--- src/logic/drive_pin_defs.svh ---
`ifndef DRIVE_PIN_DEFS_SVH
`define DRIVE_PIN_DEFS_SVH
// Summary of operation
// one active-low motor enable per drive bit
// pump select on: pin shows pump correction
// pump select off: pin input sets precomp
// pin as pump output: precomp mode reads high
// host read request is strobe held low
// reset idles controller, disables drive outputs
// reset clears drive control to zero
// reset loads data rate for 250 kb/s
// specify parameters survive reset untouched
// reset returns mode settings to defaults
// hold reset asserted through power-up
// strap low: speed low 250/300, high 500
// strap high: output high at 500 kb/s
// seek emits active-low step pulses, software rate
// terminal count counts only with acknowledge active
// reset clears pump select, pin is input

// drive control reset value and data rate codes
`define DRV_CTRL_RST  8'h00
`define RATE_500K     2'h0
`define RATE_300K     2'h1
`define RATE_250K     2'h2
`define RATE_1M       2'h3
`define RATE_RST      2'h2
// mode defaults
`define PUMP_SEL_RST  1'b0
// step pulse width in core cycles and rate unit (1 ms tick at 200 MHz)
`define STEP_PW_NS    1000
`define CLK_NS        5
`define STEP_PW_CYC   (`STEP_PW_NS / `CLK_NS)
`define TICK_CYC      200000
`define SRT_RST       4'h0
`endif

--- src/logic/drive_pin_pkg.sv ---
package drive_pin_pkg;
    // pin-side bundle toward the drives
    typedef struct packed {
        logic [3:0] motor_en_n;   // active-low motor enables
        logic       step_n;       // active-low step
        logic       speed;        // speed or low current
    } drive_out_t;
    // seek engine states
    typedef enum logic [1:0] {ST_IDLE, ST_PULSE, ST_WAIT} seek_state_t;
endpackage

--- src/logic/sync2.sv ---
module sync2 (
    input  wire logic core_clk,  // core clock
    input  wire logic rst_n,     // async reset, active low
    input  wire logic d,         // asynchronous input
    output logic      q          // synchronised output
);
    logic meta_reg;               // first stage, read only by second
    // two-stage synchroniser
    always_ff @(posedge core_clk or negedge rst_n) begin
        if (!rst_n) begin
            meta_reg <= 1'b0;
            q        <= 1'b0;
        end else begin
            meta_reg <= d;
            q        <= meta_reg;
        end
    end
endmodule

--- src/logic/fdc_drive_pin_control.sv ---
`include "drive_pin_defs.svh"
module fdc_drive_pin_control
    import drive_pin_pkg::*;
(
    input  wire logic       core_clk,          // 200 MHz core clock
    input  wire logic       rst_n,             // async reset, active low
    input  wire logic       ctrl_reset,        // active-high controller reset pin
    input  wire logic       drv_ctrl_we,       // write strobe for drive control
    input  wire logic [7:0] drv_ctrl_wdata,    // drive control data, bits 7:4 motors
    input  wire logic       rate_we,           // write strobe for data rate
    input  wire logic [1:0] rate_wdata,        // data rate code
    input  wire logic       mode_we,           // mode command write
    input  wire logic       pump_indicator_wdata, // new pump select bit
    input  wire logic       specify_we,        // specify command write
    input  wire logic [3:0] step_rate_wdata,   // step interval in ticks minus one
    input  wire logic       seek_start,        // one-cycle seek request
    input  wire logic [7:0] seek_steps,        // tracks to move
    input  wire logic       pump_active,       // charge pump correcting
    input  wire logic       precomp_mode_in,   // pin level in input role
    input  wire logic       drive_type_strap,  // drive type strap pin
    input  wire logic       rd_n,              // host read strobe, active low
    input  wire logic       dma_ack_n,         // dma acknowledge, active low
    input  wire logic       dma_terminal_count,// terminal count, active high
    output drive_out_t      drv_out,           // motor, step, speed pins
    output logic            pump_or_precomp_pin,    // pump output value
    output logic            pump_or_precomp_oe_n,   // low while driving pump
    output logic            precomp_mode,      // effective precomp select
    output logic            pump_indicator_sel,// mode bit state
    output logic            host_read_req,     // synchronised read request
    output logic            tc_event,          // qualified terminal count, high while tc and ack both active
    output logic            seek_busy,         // seek in progress
    output logic [7:0]      drv_ctrl_q,        // drive control readback
    output logic [1:0]      rate_q             // data rate readback
);
    // ------------------------------------------------------------
    // input synchronisers
    // ------------------------------------------------------------
    // read strobe and acknowledge are inverted before syncing, so both are active high
    logic reset_s, prec_s, strap_s, rd_req_s, ack_s, tc_s, pump_s;
    sync2 u_s0 (.core_clk(core_clk), .rst_n(rst_n), .d(ctrl_reset),         .q(reset_s));
    sync2 u_s1 (.core_clk(core_clk), .rst_n(rst_n), .d(precomp_mode_in),    .q(prec_s));
    sync2 u_s2 (.core_clk(core_clk), .rst_n(rst_n), .d(drive_type_strap),   .q(strap_s));
    sync2 u_s3 (.core_clk(core_clk), .rst_n(rst_n), .d(~rd_n),              .q(rd_req_s));
    sync2 u_s4 (.core_clk(core_clk), .rst_n(rst_n), .d(~dma_ack_n),         .q(ack_s));
    sync2 u_s5 (.core_clk(core_clk), .rst_n(rst_n), .d(dma_terminal_count), .q(tc_s));
    sync2 u_s6 (.core_clk(core_clk), .rst_n(rst_n), .d(pump_active),        .q(pump_s));

    // ------------------------------------------------------------
    // helper: rate decode, used for speed pin
    // ------------------------------------------------------------
    function automatic logic is_500k(input logic [1:0] r);
        is_500k = (r == `RATE_500K);
    endfunction

    // ------------------------------------------------------------
    // drive control register
    // ------------------------------------------------------------
    logic [7:0] drv_ctrl_reg;    // motors in bits 7:4
    always_ff @(posedge core_clk or negedge rst_n) begin
        if (!rst_n) begin
            drv_ctrl_reg <= `DRV_CTRL_RST;
        end else if (reset_s) begin
            drv_ctrl_reg <= `DRV_CTRL_RST;
        end else if (drv_ctrl_we) begin
            drv_ctrl_reg <= drv_ctrl_wdata;
        end
    end

    // ------------------------------------------------------------
    // data rate register
    // ------------------------------------------------------------
    logic [1:0] rate_reg;        // current rate code
    always_ff @(posedge core_clk or negedge rst_n) begin
        if (!rst_n) begin
            rate_reg <= `RATE_RST;
        end else if (reset_s) begin
            rate_reg <= `RATE_RST;
        end else if (rate_we) begin
            rate_reg <= rate_wdata;
        end
    end

    // ------------------------------------------------------------
    // mode and specify settings
    // ------------------------------------------------------------
    logic       pump_sel_reg;    // pump indicator select
    logic [3:0] srt_reg;         // step rate, kept across pin reset
    always_ff @(posedge core_clk or negedge rst_n) begin
        if (!rst_n) begin
            pump_sel_reg <= `PUMP_SEL_RST;
        end else if (reset_s) begin
            pump_sel_reg <= `PUMP_SEL_RST;
        end else if (mode_we) begin
            pump_sel_reg <= pump_indicator_wdata;
        end
    end
    // specify values ignore the controller reset pin
    always_ff @(posedge core_clk or negedge rst_n) begin
        if (!rst_n) begin
            srt_reg <= `SRT_RST;
        end else if (specify_we) begin
            srt_reg <= step_rate_wdata;
        end
    end

    // ------------------------------------------------------------
    // step rate tick divider
    // ------------------------------------------------------------
    logic [17:0] tick_cnt_reg;   // free-running tick divider
    logic        tick;           // one-cycle tick enable
    assign tick = (tick_cnt_reg == 18'(`TICK_CYC - 1));
    always_ff @(posedge core_clk or negedge rst_n) begin
        if (!rst_n) begin
            tick_cnt_reg <= 18'h0;
        end else begin
            tick_cnt_reg <= tick ? 18'h0 : tick_cnt_reg + 18'h1;
        end
    end

    // ------------------------------------------------------------
    // seek engine
    // ------------------------------------------------------------
    seek_state_t state_reg;      // seek state
    logic [7:0]  left_reg;       // steps remaining
    logic [7:0]  pw_reg;         // pulse width counter
    logic [3:0]  gap_reg;        // ticks left before next step, minus one
    logic        step_n_reg;     // step pin, active low
    always_ff @(posedge core_clk or negedge rst_n) begin
        if (!rst_n) begin
            state_reg  <= ST_IDLE;
            left_reg   <= 8'h0;
            pw_reg     <= 8'h0;
            gap_reg    <= 4'h0;
            step_n_reg <= 1'b1;
        end else if (reset_s) begin
            // abort seek, step released
            state_reg  <= ST_IDLE;
            step_n_reg <= 1'b1;
            left_reg   <= 8'h0;
        end else begin
            unique case (state_reg)
                ST_IDLE: begin
                    if (seek_start && seek_steps != 8'h0) begin
                        left_reg   <= seek_steps;
                        pw_reg     <= 8'(`STEP_PW_CYC - 1);
                        step_n_reg <= 1'b0;
                        state_reg  <= ST_PULSE;
                    end
                end
                ST_PULSE: begin
                    if (pw_reg == 8'h0) begin
                        step_n_reg <= 1'b1;
                        left_reg   <= left_reg - 8'h1;
                        gap_reg    <= srt_reg;
                        state_reg  <= (left_reg == 8'h1) ? ST_IDLE : ST_WAIT;
                    end else begin
                        pw_reg <= pw_reg - 8'h1;
                    end
                end
                ST_WAIT: begin
                    // spacing in software-set ticks
                    if (tick) begin
                        if (gap_reg == 4'h0) begin
                            pw_reg     <= 8'(`STEP_PW_CYC - 1);
                            step_n_reg <= 1'b0;
                            state_reg  <= ST_PULSE;
                        end else begin
                            gap_reg <= gap_reg - 4'h1;
                        end
                    end
                end
            endcase
        end
    end

    // ------------------------------------------------------------
    // output registers
    // ------------------------------------------------------------
    always_ff @(posedge core_clk or negedge rst_n) begin
        if (!rst_n) begin
            drv_out              <= '{motor_en_n: 4'hf, step_n: 1'b1, speed: 1'b0};
            pump_or_precomp_pin  <= 1'b0;
            pump_or_precomp_oe_n <= 1'b1;
            precomp_mode         <= 1'b0;
            pump_indicator_sel   <= 1'b0;
            host_read_req        <= 1'b0;
            tc_event             <= 1'b0;
            seek_busy            <= 1'b0;
            drv_ctrl_q           <= `DRV_CTRL_RST;
            rate_q               <= `RATE_RST;
        end else begin
            // motor bit n drives its pin low when set
            drv_out.motor_en_n   <= reset_s ? 4'hf : ~drv_ctrl_reg[7:4];
            drv_out.step_n       <= step_n_reg | reset_s;
            // strap low: rpm select; strap high: low current; same level both ways
            drv_out.speed        <= is_500k(rate_reg);
            pump_or_precomp_pin  <= pump_s;
            pump_or_precomp_oe_n <= ~pump_sel_reg;
            precomp_mode         <= pump_sel_reg ? 1'b1 : prec_s;
            pump_indicator_sel   <= pump_sel_reg;
            host_read_req        <= rd_req_s;
            tc_event             <= tc_s & ack_s;
            seek_busy            <= (state_reg != ST_IDLE);
            drv_ctrl_q           <= drv_ctrl_reg;
            rate_q               <= rate_reg;
        end
    end

    // strap is sampled for readers; unused beyond documentation of role
    logic strap_unused;
    assign strap_unused = strap_s;

    // ------------------------------------------------------------
    // checks
    // ------------------------------------------------------------
    AST_MOTOR: assert property (@(posedge core_clk) disable iff (!rst_n)
        !reset_s |=> drv_out.motor_en_n == ~$past(drv_ctrl_reg[7:4]))
        else $error("motor pins do not follow drive control");
    AST_PUMP_OE: assert property (@(posedge core_clk) disable iff (!rst_n)
        pump_sel_reg |=> !pump_or_precomp_oe_n)
        else $error("pump pin not driven when selected");
    AST_PREC_IN: assert property (@(posedge core_clk) disable iff (!rst_n)
        !pump_sel_reg |=> precomp_mode == $past(prec_s) && pump_or_precomp_oe_n)
        else $error("precomp not taken from pin");
    AST_PREC_HI: assert property (@(posedge core_clk) disable iff (!rst_n)
        pump_sel_reg |=> precomp_mode)
        else $error("precomp not forced high");
    AST_RST_OUT: assert property (@(posedge core_clk) disable iff (!rst_n)
        reset_s |=> drv_out.motor_en_n == 4'hf && drv_out.step_n)
        else $error("drive outputs active during reset");
    AST_DRV_CLR: assert property (@(posedge core_clk) disable iff (!rst_n)
        reset_s |=> drv_ctrl_reg == `DRV_CTRL_RST)
        else $error("drive control not cleared");
    AST_RATE_RST: assert property (@(posedge core_clk) disable iff (!rst_n)
        reset_s |=> rate_reg == `RATE_RST)
        else $error("rate not set to 250k");
    AST_SRT_KEEP: assert property (@(posedge core_clk) disable iff (!rst_n)
        reset_s && !specify_we |=> srt_reg == $past(srt_reg))
        else $error("specify value lost at reset");
    AST_SPEED: assert property (@(posedge core_clk) disable iff (!rst_n)
        1'b1 |=> drv_out.speed == ($past(rate_reg) == `RATE_500K))
        else $error("speed pin wrong for rate");
    AST_STEP_W: assert property (@(posedge core_clk) disable iff (!rst_n)
        $fell(step_n_reg) && !reset_s |=> !step_n_reg [*8])
        else $error("step pulse too short");
    AST_TC: assert property (@(posedge core_clk) disable iff (!rst_n)
        tc_event |-> $past(ack_s) && $past(tc_s))
        else $error("terminal count without acknowledge");
    AST_MODE_RST: assert property (@(posedge core_clk) disable iff (!rst_n)
        reset_s |=> !pump_sel_reg ##1 pump_or_precomp_oe_n)
        else $error("pump select not cleared");
endmodule

--- config.mk ---
export PLATFORM = sky130hd
export DESIGN_NAME = fdc_drive_pin_control
export DESIGN_NICKNAME = d
export VERILOG_FILES = /design/src/logic/drive_pin_pkg.sv /design/src/logic/sync2.sv /design/src/logic/fdc_drive_pin_control.sv
export VERILOG_INCLUDE_DIRS = /design/src /design/src/logic
export SDC_FILE = /design/constraint.sdc
export NUM_CORES = 1
export LEC_CHECK = 0
export ABC_AREA = 1
export BUFFER_PORTS_ARGS = -buffer_cell sky130_fd_sc_hd__buf_4
export CAP_MARGIN = 20
export CORE_UTILIZATION = 57
export CTS_CLUSTER_DIAMETER = 150
export DETAILED_ROUTE_END_ITERATION = 16
export PLACE_DENSITY = 0.8
export SYNTH_ARGS = -nofsm -noshare
export SYNTH_HDL_FRONTEND = slang
export SYNTH_SLANG_ARGS = --single-unit
--- constraint.sdc ---
create_clock -name core_clk -period 1.7 [get_ports core_clk]
set_input_delay 0.17 -clock core_clk [delete_from_list [all_inputs] [get_ports core_clk]]
set_output_delay 0.17 -clock core_clk [all_outputs]
set_load 0.1 [all_outputs]
* Yosys cells after proc, flatten, opt, wreduce, memory -nomap -nowiden
Index checks and enable logic that the tools add are counted.
** Word-level totals
- Flip-flop bits (word level) :: 91
- Bits in latches :: 0
- RAM bits :: 0
- ROM bits :: 0
- Input port bits :: 37
- Output and inout port bits :: 23
- Memories :: 0
** Cells by class
- Add/sub/neg operators :: 4
- Multipliers :: 0
- Divide/modulo/power cells :: 0
- $lt $le $gt $ge :: 0
- Equal/unequal tests :: 14
- Shift-type cells :: 0
- Mux-type cells :: 35
- Bitwise logic cells :: 7
- Reductions and logical operators :: 16
** Operators with widths (number)
- $mux W8 :: 9
- $pmux W8 S3 :: 1
- $add A18 B1 Y18 const B :: 1
- $eq A18 B18 Y1 const B :: 1
- $mux W18 :: 1
- $mux W2 :: 8
- $mux W4 :: 4
- $pmux W8 S2 :: 1
- $sub A8 B1 Y8 const B :: 2
- $ne A2 B2 Y1 const B :: 6
- $ne A3 B2 Y1 const B :: 4
- $reduce_and A5 Y1 :: 2
- $reduce_bool A2 Y1 :: 5
- $eq A8 B1 Y1 const B :: 1
- $logic_not A8 Y1 :: 1
- $mux W1 :: 8
- $pmux W4 S2 :: 1
- $reduce_bool A8 Y1 :: 1
- $pmux W2 S3 :: 1
- $logic_not A2 Y1 :: 2
- $logic_not A4 Y1 :: 1
- $not A1 Y1 :: 4
- $not A4 Y4 :: 1
- $reduce_and A4 Y1 :: 1
- other kinds (9) :: 9

* Longest topological paths before layout
- Word-level depth :: 5
- Gate-level depth with buffers :: 11
- Depth with buffers taken out :: 11

* Cells and area by module
A second synthesis with hierarchy kept.
** Second synthesis, totals
- Cell total of the unflattened synthesis :: 464
- Area, all modules :: 4151.5 um^2
** Modules (own cells, without submodules)
- fdc_drive_pin_control :: instances 1, cells each 452, area each 3851.2 um^2, seq. area each 1988.2 um^2
- sync2 :: instances 6, cells each 2, area each 50.0 um^2, seq. area each 50.0 um^2

* Worst setup path after synthesis
No wires, ideal clock.
- Path kind :: flip-flop to flip-flop
- From :: register state_reg[0]
- To :: register pw_reg[5]
- Setup time :: 118 ps
- Arrival time :: 1450 ps
- Data required time :: 1582 ps
- Setup slack :: 132 ps
- Stages on the path, launching flop included :: 11
- Period minus slack after synthesis :: 1568 ps
- Path through :: dfrtp_1 inv_1 ha_1 inv_2 a31oi_1 nor2_1 nand2_4 nor2_8 buf_6 nand2_1 o21ai_2
** Between the ends
- Cells in the longest elaborated chain, start to end :: 3
- Elaborated cells between the ends (all ways) :: 9
** RTL lines
- from (decl) :: line fdc_drive_pin_control.sv:123 : seek_state_t state_reg;
- from (signal assigned) :: line fdc_drive_pin_control.sv:155 : state_reg <= (left_reg == 8'h1) ? ST_IDLE : ST_WAIT;
- $eq A2 B2 Y1, or another cell as far along :: line fdc_drive_pin_control.sv:141 : unique case (state_reg)
- $ne A2 B2 Y1 (no line)
- $reduce_and A5 Y1 (no line)
- to (signal assigned) :: line fdc_drive_pin_control.sv:145 : pw_reg <= 8'(`STEP_PW_CYC - 1);
- to (signal assigned) :: line fdc_drive_pin_control.sv:157 : pw_reg <= pw_reg - 8'h1;
- to (signal assigned) :: line fdc_drive_pin_control.sv:164 : pw_reg <= 8'(`STEP_PW_CYC - 1);
- to (decl) :: line fdc_drive_pin_control.sv:125 : logic [7:0] pw_reg;
Several ways; a longest one is shown, not always the timed one.
A chain may end at the register's enable or synchronous reset.

* Worst setup path in the final report
- From :: register tick_cnt_reg[0]
- To :: register pw_reg[6]
** Between the ends
- Cells in the longest elaborated chain, start to end :: 3
** RTL lines
- from (decl) :: line fdc_drive_pin_control.sv:109 : logic [17:0] tick_cnt_reg;
- from (signal assigned) :: line fdc_drive_pin_control.sv:116 : tick_cnt_reg <= tick ? 18'h0 : tick_cnt_reg + 18'h1;
- $eq A18 B18 Y1 :: line fdc_drive_pin_control.sv:111 : assign tick = (tick_cnt_reg == 18'(`TICK_CYC - 1));
- $ne A2 B2 Y1 (no line)
- $reduce_and A5 Y1 (no line)
No other way between the ends.

==> metrics.md <==
| Metric | Value |
|---|---|
| Hold/Removal Path Class | input pin to flip-flop |
| Final #Nets | roughly 590 |
| Register Area | around 0.0023 mm2 |
| Post-synthesis to final-layout area growth | 25.4% |
| Ys async rst share | 1.00 |
| Main combinational cell family by area after synthesis | simple AND/OR/NAND/NOR gates |
| Top cell type's share of synthesized area | 0.498 |
| Max reg flops | 18 |
| Total number of vias | about 3.2k |
| GR Overflow Total | 0 |
| Arrival @ worst endpoint | approximately 1900 ps |
| Most frequent cells in the layout | nand2_1, dfrtp_1, buf_4 |
| Largest net degree at the start of global routing | 40 |
| Net Sw Power | 2.67 mW |
| Initial Util | 0.600 |
| Routability congestion estimate | between 0.9 and 1 |
| Internal Power | between 4 and 5 mW |
| Post-Synthesis Cell Area | between 0.004 and 0.005 mm2 |
| Max_cap viols | 0 |
| Startpoint Class | flip-flop |
| Root buffer cell | clkbuf_8 |
| Total Routing Usage GR | 0.232 |
| Remaining antenna violation count after routing | 0 |
| Pins Over Slew Limit | 0 |
| Commonest non-fill, non-tap cell in the layout | nand2_1 |
| Synth Area in Compound Gates | 0.0753 |
| Yosys cell types | 39 |
| First-pass GRT wire length | between 10000 and 15000 um |
| EDFF count, synth | 0 |
| # IOs | 60 |
| Synth Instances | 454 |
| RSZ-0062 raised after global routing | yes |
| Tot Pwr | around 7 mW |
| Post-Synth XOR/XNOR Area | 0.0234 |
| Number of vias per cell | about 5 |
| Average size of a mapped cell | around 9.1 um2 |
| Post-synthesis simple-gate area fraction | 0.243 |
| Share of the yosys chip area belonging to registers | 0.556 |
| Maximum root-to-sink buffer count | 2 |
| Final number of setup-violating endpoints | 0 |
| Fraction of layout cells with a size suffix above 1 | 0.272 |
| Total CTS buffers | 9 |
| Top cell family by delay on the critical path | simple AND/OR/NAND/NOR gates |
| Reg power frac | 0.396 |
| CORE AREA | between 0.006 and 0.007 mm2 |
| Syn Nets | 500 |
| Switching part of the total | 0.391 |
| Post-route minimum period | between 1500 and 2000 ps |
| Largest area contributor in the netlist | dfrtp_1 |
| # port buffers | 58 |
| Adder-cell share of the synthesized area | 0.0273 |
| Fin. Hold Viols | 0 |
| CP max FO | 8 |
| CTS HTree Levels | 3 |
| Worst skew pair latency | 360 ps |
| Crit end category | flip-flop |
| Top post-synthesis cells by area | dfrtp_1, nand2_1, dfstp_2 |
| Ys Warns | 0 |
| CP required | 1990 ps |
| Worst Path Buf+Inv | 1 |
| CTS tree | done |
| Setup TNS | 0 ps |
| Crit path cell chain | ha_4 > nand3_4 > nor2_4 > nand3_4 > nand2_4 > nand2_4 > nor2_8 > buf_6 > nand2_1 > o21ai_2 |
| Synth Register Bits | 91 |
| Final HPWL DP | 5720 um |
| Clock sink count | between 90 and 100 |
| Worst vdd ir | ~1.0 mV |
| Total die area | between 0.007 and 0.008 mm2 |
| Max Fclk | between 600 and 700 MHz |
| Main flop type after synthesis | dfrtp_1 |
| Antenna violations before repair | 0 |
| Slowest-stage cell, CP | dfrtp_1 |
| Residual DRC | 0 |
| Total routed wirelength | between 8000 and 9000 um |
| Layout fillers | between 400 and 500 |
| DR pass1 iterations | 4 |
| ANT cells | 0 |
| Die H | 87.0 um |
| DR iter-0 viols | 180 |
| Clock skew | between 6 and 7 ps |
| Post-synthesis mux area share | 0.00547 |
| Worst setup path class | flip-flop to flip-flop |
| Max incr delay on CP | 410 ps |
| Comb power frac | 0.385 |
| Slew headroom | 0.750 |
| Period Utilization, post-route | 0.947 |
| Pwr Density | about 1300 mW/mm2 |
| Clock Pin Slew Worst Setup and Hold Paths | 90 ps |
| Vias in the first global route | between 3k and 4k |
| Leak pwr | ~2.6 nW |
| FP Rows | 30 |
| Per-cell routed wire length | about 13 um |
| Multi-input logic area | roughly 0.0016 mm2 |
| Share of power burned in the clock network | 0.219 |
| Worst Max-Slew Pin Slew | between 300 and 400 ps |
| Die Wd | slightly below 90 um |
| Status | finished clean |
-- layout make-up --
class	instances	share of cell area
clock buffer	9	0.0240
clock inverter	7	0.0160
inverter	65	0.0472
multi-input combinational	290	0.309
sequential	91	0.443
tap	96	0.0233
timing repair buffer	89	0.137
-- cells in the mapped netlist (all sizes together), types with 2 or more instances --
library cell,number
a21oi,8
a31oi,2
buf,7
dfrtp,82
dfstp,9
ha,9
inv,65
mux2,2
nand2,101
nand3,43
nand3b,3
nand4,5
nor2,49
nor3,4
o211ai,2
o21ai,35
o21bai,2
or2,8
xnor2,3
xor2,8
-- stage by stage --
| stage | cells | cell area [um2] | util | hold WS, ps | setup slack [ps] |
|---|---|---|---|---|---|
| final | 647 | 5160 | 0.752 | 37.6 | 89.4 |
| after global placement | 614 | 4750 | 0.691 | 116 | 108 |
| after global routing | 647 | 5160 | 0.752 | 17.7 | -24.5 |
| after CTS | 640 | 5050 | 0.736 | 18.7 | 25.4 |
| after floorplan | 454 | 4120 | - | -126 | 132 |
| after detailed placement | 614 | 4750 | 0.691 | 117 | 36.3 |
-- path summary, 6_finish.rpt --
check | from | endpoint | slack, ps | cells past startpoint
max | tick_cnt_reg[0] | pw_reg[6] | 90 | 10
min | rate_wdata[1] | rate_reg[1] | 40 | 3
max reg2reg | tick_cnt_reg[0] | pw_reg[6] | 90 | 10
min reg2reg | u_s6.meta_reg | u_s6.q | 360 | 0
max in group asynchronous | rst_n | drv_out[1] | 840 | 3
min in group asynchronous | rst_n | drv_ctrl_q[2] | 270 | 2
-- worst reg2reg max path, stage by stage (launching register included) --
cell and delay (ps):
dfrtp_1 410, ha_4 170, nand3_4 90, nor2_4 140, nand3_4 120, nand2_4 100, nand2_4 60, nor2_8 180
buf_6 160, nand2_1 70, o21ai_2 50
-- power by group through the flow --
stage | registers (mW) | clock network [mW] | logic, mW
global route | 2.73 | 1.61 | 2.90
CTS | 2.70 | 1.54 | 2.47
detailed placement | 2.73 | 0 | 2.43
finish | 2.70 | 1.50 | 2.63
global placement | 2.71 | 0 | 2.35
floorplan | 3.02 | 0 | 1.49
-- repair_timing --
item,in CTS,in global routing
endpoints found under the setup margin,0,23
setup buffers,0,7
hold buffers,10,0
gates resized for setup,0,17
endpoints found under the hold margin,31,0
-- cell families after synthesis --
kind of cell    count (synthesis)
mux                             2
buf+inv                        73
xor+xnor                       11
simple gates                  214
fa+ha+maj                       9
compound gates                 54
flops                          91
-- metal layers --
layer	wire length, um	track usage	vias up
li1	-	-	1628
met1	3540	0.270	1526
met3	250	0.0379	16
met4	165	0.121	0
met5	0	0	-
met2	4130	0.414	68
No activity file was read; power rests on OpenSTA's default activity.
